## config.mk

```make
export PLATFORM = sky130hd
export DESIGN_NAME = aocr_regs
export DESIGN_NICKNAME = d
export VERILOG_FILES = /design/src/rtl/aocr_pkg.sv /design/src/rtl/aocr_byte_reg.sv /design/src/rtl/aocr_regs.sv
export SDC_FILE = /design/constraint.sdc
export NUM_CORES = 2
export LEC_CHECK = 0
export BUFFER_PORTS_ARGS = -buffer_cell sky130_fd_sc_hd__buf_2
export CORE_MARGIN = 2
export CORE_UTILIZATION = 55
export CTS_CLUSTER_SIZE = 8
export DETAILED_ROUTE_END_ITERATION = 10
export PLACE_DENSITY = 0.74
export SYNTH_ARGS = -nofsm -noshare
export SYNTH_HDL_FRONTEND = slang
export SYNTH_HIERARCHICAL = 1
export SYNTH_SLANG_ARGS = --single-unit
```

## constraint.sdc

```tcl
create_clock -name pclk -period 27.5 [get_ports pclk]
set_input_delay 2.75 -clock pclk [delete_from_list [all_inputs] [get_ports pclk]]
set_output_delay 2.75 -clock pclk [all_outputs]
set_load 0.05 [all_outputs]
```

## src/rtl/aocr_pkg.sv

```systemverilog
// Register map, field layout and configuration carriers of the output path config bank
package aocr_pkg;
  localparam int ADDR_W = 12;
  // Register offsets are not all word multiples, so each is an index; byte address is four times it
  localparam logic [7:0] IDX_AVG = 8'h15;
  localparam logic [7:0] IDX_OFS_L = 8'h16;
  localparam logic [7:0] IDX_OFS_M = 8'h17;
  localparam logic [7:0] IDX_OFS_H = 8'h18;
  localparam logic [7:0] IDX_GAIN_L = 8'h1C;
  localparam logic [7:0] IDX_GAIN_H = 8'h1D;
  localparam logic [7:0] IDX_FMT = 8'h20;
  localparam logic [7:0] IDX_OSC = 8'h21;
  localparam logic [7:0] IDX_DRV = 8'h22;
  localparam logic [7:0] IDX_TW0 = 8'h23;
  localparam logic [7:0] IDX_TW3 = 8'h26;
  localparam int NUM_TW = 4;

  localparam logic [7:0] RST_AVG = 8'h00;
  localparam logic [7:0] RST_OFS = 8'h00;
  localparam logic [7:0] RST_GAIN_L = 8'h00;
  localparam logic [7:0] RST_GAIN_H = 8'h80;
  localparam logic [7:0] RST_FMT = 8'h00;
  localparam logic [7:0] RST_OSC = 8'h00;
  localparam logic [7:0] RST_DRV = 8'h00;
  localparam logic [7:0] RST_TW0 = 8'h0F;
  localparam logic [7:0] RST_TW1 = 8'h0F;
  localparam logic [7:0] RST_TW2 = 8'h5A;
  localparam logic [7:0] RST_TW3 = 8'h5A;

  localparam int AVG_RESTART_BIT = 7;
  localparam logic [4:0] BLK_LEN_MAX = 5'h10;
  localparam logic [15:0] GAIN_UNITY = 16'h8000;
  localparam int GAIN_SHIFT = 15;

  // Result word lengths per output format
  localparam logic [5:0] WORD_24 = 6'h18;
  localparam logic [5:0] WORD_32 = 6'h20;

  typedef enum logic [1:0] {LANES_1, LANES_2, LANES_4, LANES_BAD} aocr_lane_type;
  typedef enum logic [1:0] {CLK_HOST, CLK_ECHO, CLK_DEVICE, CLK_BAD} aocr_clk_type;
  typedef enum logic [2:0] {
    FMT_D24, FMT_D16_CM8, FMT_D24_CM8, FMT_AVG30, FMT_TEST, FMT_R5, FMT_R6, FMT_R7
  } aocr_fmt_type;

  typedef struct packed {
    logic [4:0] block_length_exponent;
    logic [16:0] block_samples;
    logic averaging_on;
    logic averaging_restart;
    logic signed [23:0] offset_word;
    logic [15:0] gain_word;
    aocr_lane_type output_lane_select;
    aocr_clk_type clocking_scheme_select;
    logic double_rate_select;
    aocr_fmt_type output_word_format;
    logic [5:0] word_bits;
    logic [5:0] pulse_count_limit;
    logic [1:0] oscillator_divider;
    logic strong_drive_select;
    logic [31:0] fixed_test_word;
  } aocr_cfg_type;

  typedef struct packed {
    logic signed [23:0] diff;
    logic [7:0] common_mode;
    logic signed [29:0] avg_diff;
    logic overrange;
    logic block_sync;
  } aocr_result_type;
endpackage

```

## src/rtl/aocr_byte_reg.sv

```systemverilog
// One byte-wide configuration register with write strobe and reset value
`timescale 1ns/100ps
module aocr_byte_reg #(
  parameter logic [7:0] RESET_VALUE = 8'h00,
  parameter logic [7:0] WRITE_MASK = 8'hFF
) (
  input wire logic pclk,
  input wire logic presetn,
  input wire logic wr_en,
  input wire logic [7:0] wr_data,
  output logic [7:0] q
);
  always_ff @(posedge pclk or negedge presetn) begin
    if (!presetn) begin
      q <= RESET_VALUE;
    end else if (wr_en) begin
      q <= wr_data & WRITE_MASK;
    end
  end
endmodule

```

## src/rtl/aocr_regs.sv

```systemverilog
// APB configuration bank for the converter output path, with correction and framing
//
// The APB register port was left to the implementer.
`timescale 1ns/100ps
module aocr_regs (
  input wire logic pclk,
  input wire logic presetn,
  input wire logic psel,
  input wire logic penable,
  input wire logic pwrite,
  input wire logic [aocr_pkg::ADDR_W-1:0] paddr,
  input wire logic [31:0] pwdata,
  input wire logic [3:0] pstrb,
  output logic [31:0] prdata,
  output logic pready,
  output logic pslverr,
  input wire logic sample_valid,
  input wire logic signed [23:0] sample_diff,
  input wire logic [7:0] sample_cm,
  output aocr_pkg::aocr_cfg_type cfg,
  output aocr_pkg::aocr_result_type result,
  output logic [31:0] frame_word,
  output logic frame_valid,
  output logic [2:0] oscillator_divider_factor
);
  import aocr_pkg::*;

  ////////////////////////////////////////////////////////////////////////////////
  // Bus decode

  localparam int NREG = 13;
  localparam logic [7:0] IDX_TAB [NREG] = '{
    IDX_AVG, IDX_OFS_L, IDX_OFS_M, IDX_OFS_H, IDX_GAIN_L, IDX_GAIN_H,
    IDX_FMT, IDX_OSC, IDX_DRV, IDX_TW0, 8'h24, 8'h25, IDX_TW3
  };
  localparam logic [7:0] RST_TAB [NREG] = '{
    RST_AVG, RST_OFS, RST_OFS, RST_OFS, RST_GAIN_L, RST_GAIN_H,
    RST_FMT, RST_OSC, RST_DRV, RST_TW0, RST_TW1, RST_TW2, RST_TW3
  };
  // Read-only and reserved bits are masked off at write time
  localparam logic [7:0] MSK_TAB [NREG] = '{
    8'h1F, 8'hFF, 8'hFF, 8'hFF, 8'hFF, 8'hFF,
    8'hFF, 8'h03, 8'h01, 8'hFF, 8'hFF, 8'hFF, 8'hFF
  };

  logic access;
  logic word_ok;
  logic [7:0] idx;
  logic [NREG-1:0] hit;
  logic [7:0] q [NREG];
  logic mapped;
  logic restart_wr;

  assign access = psel && penable;
  assign word_ok = (paddr[1:0] == 2'b00) && (paddr[ADDR_W-1:10] == '0);
  assign idx = paddr[9:2];
  assign mapped = |hit;
  assign restart_wr = access && pwrite && hit[0] && pstrb[0] && pwdata[AVG_RESTART_BIT];
  assign pready = 1'b1;
  // Unmapped or misaligned addresses answer with an error and change nothing
  assign pslverr = access && !mapped;

  genvar g;
  generate
    for (g = 0; g < NREG; g++) begin : g_reg
      assign hit[g] = word_ok && (idx == IDX_TAB[g]);
      aocr_byte_reg #(
        .RESET_VALUE(RST_TAB[g]),
        .WRITE_MASK(MSK_TAB[g])
      ) u_reg (
        .pclk(pclk),
        .presetn(presetn),
        .wr_en(access && pwrite && hit[g] && pstrb[0]),
        .wr_data(pwdata[7:0]),
        .q(q[g])
      );
    end
  endgenerate

  ////////////////////////////////////////////////////////////////////////////////
  // State: one struct, one comb, one flop

  typedef struct packed {
    logic restart;
    logic [16:0] count;
    logic signed [46:0] acc;
    logic ovr;
    logic sync_pend;
    logic [31:0] frame;
    logic fvalid;
    logic [31:0] rdata;
    aocr_result_type res;
  } aocr_state_type;

  aocr_state_type st_r;
  aocr_state_type st_nxt;
  aocr_cfg_type c;

  logic signed [24:0] ofs_sum;
  logic signed [41:0] gain_prod;
  logic signed [23:0] corr;
  logic [5:0] lanes;
  logic [5:0] edges;
  logic [5:0] pulses;
  logic signed [46:0] blk_sum;

  ////////////////////////////////////////////////////////////////////////////////
  // Configuration view

  always_comb begin
    c = '0;
    c.block_length_exponent = q[0][4:0];
    c.averaging_on = (q[0][4:0] != 5'h00) && (q[0][4:0] <= BLK_LEN_MAX);
    c.block_samples = 17'h00001 << q[0][4:0];
    c.averaging_restart = st_r.restart;
    c.offset_word = {q[3], q[2], q[1]};
    c.gain_word = {q[5], q[4]};
    c.output_lane_select = aocr_lane_type'(q[6][7:6]);
    c.clocking_scheme_select = aocr_clk_type'(q[6][5:4]);
    // Double rate is honoured only where the clock comes back with the data
    c.double_rate_select = q[6][3] && (q[6][5:4] == CLK_ECHO || q[6][5:4] == CLK_DEVICE);
    c.output_word_format = aocr_fmt_type'(q[6][2:0]);
    // Sixteen data bits plus eight common-mode bits also fill a 24-bit word
    c.word_bits = (c.output_word_format inside {FMT_D24, FMT_D16_CM8}) ? WORD_24 : WORD_32;
    c.pulse_count_limit = pulses;
    c.oscillator_divider = q[7][1:0];
    c.strong_drive_select = q[8][0];
    c.fixed_test_word = {q[12], q[11], q[10], q[9]};
  end

  // Clock pulses per frame less one: word bits spread over lanes, halved when both edges carry data
  always_comb begin
    case (c.output_lane_select)
      LANES_2: lanes = 6'd2;
      LANES_4: lanes = 6'd4;
      default: lanes = 6'd1;
    endcase
    edges = c.word_bits / lanes;
    if (c.double_rate_select) begin
      edges = edges >> 1;
    end
    pulses = edges - 6'd1;
  end

  always_comb begin
    case (c.oscillator_divider)
      2'b01: oscillator_divider_factor = 3'd2;
      2'b10: oscillator_divider_factor = 3'd4;
      default: oscillator_divider_factor = 3'd1;
    endcase
  end

  ////////////////////////////////////////////////////////////////////////////////
  // Correction: offset then gain over 0x8000

  always_comb begin
    ofs_sum = 25'(sample_diff) + 25'(c.offset_word);
    gain_prod = 42'(ofs_sum) * $signed({1'b0, c.gain_word});
    gain_prod = gain_prod >>> GAIN_SHIFT;
    if (gain_prod > 42'sh7FFFFF) begin
      corr = 24'sh7FFFFF;
    end else if (gain_prod < -42'sh800000) begin
      corr = -24'sh800000;
    end else begin
      corr = gain_prod[23:0];
    end
  end

  ////////////////////////////////////////////////////////////////////////////////
  // Averaging, framing and read data

  always_comb begin
    blk_sum = st_r.acc + 47'(corr);
    st_nxt = st_r;
    st_nxt.fvalid = 1'b0;
    st_nxt.restart = restart_wr;
    if (st_r.restart) begin
      st_nxt.count = '0;
      st_nxt.acc = '0;
      st_nxt.ovr = 1'b0;
      st_nxt.sync_pend = 1'b1;
    end else if (sample_valid) begin
      st_nxt.res.diff = corr;
      st_nxt.res.common_mode = sample_cm;
      if (c.averaging_on) begin
        st_nxt.acc = st_r.acc + 47'(corr);
        st_nxt.ovr = st_r.ovr || (corr == 24'sh7FFFFF) || (corr == -24'sh800000);
        st_nxt.count = st_r.count + 17'd1;
        // Count ends at or past the length, so shortening the block mid-way cannot hang it
        if (st_r.count + 17'd1 >= c.block_samples) begin
          // Six fraction bits kept: short blocks shift left, long ones right
          if (c.block_length_exponent >= 5'd6) begin
            st_nxt.res.avg_diff = 30'(blk_sum >>> (c.block_length_exponent - 5'd6));
          end else begin
            st_nxt.res.avg_diff = 30'(blk_sum <<< (5'd6 - c.block_length_exponent));
          end
          st_nxt.res.overrange = st_nxt.ovr;
          st_nxt.res.block_sync = st_r.sync_pend;
          st_nxt.count = '0;
          st_nxt.acc = '0;
          st_nxt.ovr = 1'b0;
          st_nxt.sync_pend = 1'b0;
          st_nxt.fvalid = 1'b1;
        end
      end else begin
        st_nxt.res.avg_diff = {corr, 6'h00};
        st_nxt.res.overrange = (corr == 24'sh7FFFFF) || (corr == -24'sh800000);
        st_nxt.res.block_sync = 1'b1;
        st_nxt.fvalid = 1'b1;
      end
      if (st_nxt.fvalid) begin
        case (c.output_word_format)
          FMT_D24: st_nxt.frame = {8'h00, corr};
          FMT_D16_CM8: st_nxt.frame = {8'h00, corr[23:8], sample_cm};
          FMT_D24_CM8: st_nxt.frame = {corr, sample_cm};
          FMT_AVG30: st_nxt.frame = {st_nxt.res.avg_diff, st_nxt.res.overrange,
                                     st_nxt.res.block_sync};
          FMT_TEST: st_nxt.frame = c.fixed_test_word;
          default: st_nxt.frame = {8'h00, corr};
        endcase
      end
    end
    st_nxt.rdata = '0;
    if (psel && !penable && !pwrite) begin
      for (int i = 0; i < NREG; i++) begin
        if (hit[i]) begin
          st_nxt.rdata = {24'h000000, q[i]};
        end
      end
      if (hit[7]) begin
        st_nxt.rdata = {24'h000000, pulses, q[7][1:0]};
      end
    end else if (access) begin
      st_nxt.rdata = st_r.rdata;
    end
  end

  always_ff @(posedge pclk or negedge presetn) begin
    if (!presetn) begin
      st_r <= '0;
    end else begin
      st_r <= st_nxt;
    end
  end

  assign prdata = st_r.rdata;
  assign cfg = c;
  assign result = st_r.res;
  assign frame_word = st_r.frame;
  assign frame_valid = st_r.fvalid;
endmodule

```

==> metrics.txt <==
level count of the clock H-tree 2; DIE HEIGHT 274.0 µm; Final Critical Period 21.01 ns; CTS Hold Buffers Added 0; standby leakage power 20.84 nW; number of CTS-inserted buffers 39; total global-route track usage 38.03%; status finished clean; maximum clock path buffer count 3; remaining max-slew budget at the tightest pin 8.357%; final net count 5547; final-report max-slew violation count 0; number of I/O pins 339; antenna violations before repair 4; Port Buffer Count 283; ratio of cells with drive above 1 in the final layout 13.52%; arrival time worst endpoint 21.50 ns; clock insertion delay at the later pin of the skew report 0.58 ns; cell area power density 23.57 nW/µm²; Syn Area/Cell 8.290 µm²; effective utilization at floorplan 55.24%; width of the die 274.0 µm; stage delay of the slowest cell on the critical path 0.91 ns; portion of the clock cycle consumed by the worst path in the final layout 76.41%; setup slack of the critical path after layout 6.487 ns; total core area 72590 µm²; Worst path slowest cell sky130_fd_sc_hd__a21oi_1; cell type with the highest occurrence count on the critical path sky130_fd_sc_hd__inv_1; PnR Total Power 0.001005 W; post-synth design cell area 40100 µm²; root buf cell sky130_fd_sc_hd__clkbuf_16; overall routed net length 143700 µm; detailed-route vias per instance 6.417; cell count after synthesis 4837; Max Fanout on Critical Path 44; setup repair bufs after CTS 0; Final HPWL DP 110200 µm; clock tree from TritonCTS built; worst reg2reg path startpoint g_reg[1].u_reg/q[0]$_DFFE_PN0P_; origin of the worst setup path sample_diff[0]; crit path kind in2reg; count of standard-cell rows 99; number of endpoints failing setup at the final stage 0; Tightest Pin Transition 1.362 ns; Layout Area Growth over Synthesis 6.347%; CP Capture Type flip-flop; worst min-delay path startpoint frame_word[0]$_DFFE_PN0P_; drt initial violations 4590; router iterations before antenna repair 7; setup repair after global routing missed its margin no; number of remaining DRC errors 0; pin count of the biggest net entering global routing 120; number of global-route vias before repair 35870; total negative slack for setup checks 0 ns; first-pass GRT wire length 219200 µm; post-placement worst setup slack 6.543 ns; Max Cap Violations 0; fin util 58.75%; worst-case clock skew 0.03469 ns; Critical Path Source Type primary input; per-cell routed wire length 24.56 µm; top achievable clock speed 47.59 MHz; Sinks on Clock Net 260; DIE AREA 75080 µm²; Final Wtd Congestion 1.032; cts repair resizes 0; category of cells accounting for the largest share of critical-path delay compound AO/OA/AOI/OAI gates; final antenna-violating net count 0; required time of the critical path 27.99 ns; worst ir drop on vdd 36.92 µV; sum of overflow across all layers after global routing 0; Crit path buffers/inverters 14; clock-pin transition on the worst setup and hold timing paths 0.05 ns; vias post-DR 37550; Yosys warning total 6; Hold Fails Final Rpt 0; Worst Hold Class reg2reg
cell usage in the layout, fill, tap and decap left out, drive strengths merged, types with 22 or more instances in the layout:
cell    instances
a211oi         45
a21o           76
a21oi         263
a221oi         22
a22o           49
a22oi          30
a31oi          48
and2          181
and3           24
buf           376
clkbuf         59
conb           38
dfrtp         243
fa            392
ha            204
inv           594
mux2          119
mux2i          62
mux4           23
nand2         639
nand2b         25
nand3          71
nand4          39
nor2          247
nor2b          33
nor3           70
nor4           24
o211ai         39
o21a           29
o21ai         315
o21bai         25
o221ai         28
o22ai          26
o31ai          33
or3            28
xnor2          91
xor2           38
area by class of cell:
class | count | area, µm²
flip-flops and latches | 260 | 6533
repair buffers | 376 | 2125
multi-input cells | 3592 | 29350
clock inverters | 6 | 135.1
fillers | 6564 | 29950
inverters | 596 | 2237
well taps | 959 | 1200
clock buffers | 59 | 1051
diodes | 3 | 7.507
path summary, 6_finish.rpt:
kind / cells after the start / to / slack, ns
worst max register to register: 65 / frame_word[22]$_DFFE_PN0P_ / 8.23
max in group asynchronous: 3 / st_r[162]$_DFFE_PN0P_ / 22.89
min in group asynchronous: 1 / g_reg[7].u_reg/q[0]$_DFFE_PN0P_ / 2.27
worst min register to register: 2 / frame_word[0]$_DFFE_PN0P_ / 0.47
worst max-delay path: 66 / frame_word[22]$_DFFE_PN0P_ / 6.49
worst min-delay path: 2 / frame_word[0]$_DFFE_PN0P_ / 0.47
report_power, final:
part | switching, W | internal (W)
logic | 0.000101 | 0.0000275
registers | 0.00000560 | 0.000389
clock network | 0.000198 | 0.000284
per-stage QoR:
step / hold slack, ns / std cells / cell area (µm²)
2_1_floorplan: 0.4469 / 4871 / 40220
3_3_place_gp: 0.4560 / 5783 / 41450
3_5_place_dp: 0.4611 / 5783 / 41450
4_1_cts: 0.4742 / 5848 / 42630
5_1_grt: 0.4918 / 5850 / 42640
6_report: 0.4731 / 5851 / 42640
metal layers:
metal / routed length [µm] / GRT usage [%]
met1: 57490 / 52.24
met3: 16770 / 9.160
met5: 12 / 0
met2: 61310 / 56.11
met4: 8132 / 18.88
registers in the layout, indices dropped and copies added (netlist names):
register / count
result: 64
prdata: 8
frame_valid: 1
cfg: 1
frame_word: 32
st_r: 66
g.u_reg/q: 88
tightest hold or removal path: stages, from the launching register on:
cell and delay, ns:
sky130_fd_sc_hd__dfrtp_1 0.33, sky130_fd_sc_hd__nand2_1 0.04, sky130_fd_sc_hd__o21ai_0 0.06
Power figures use the tool's default switching activity.
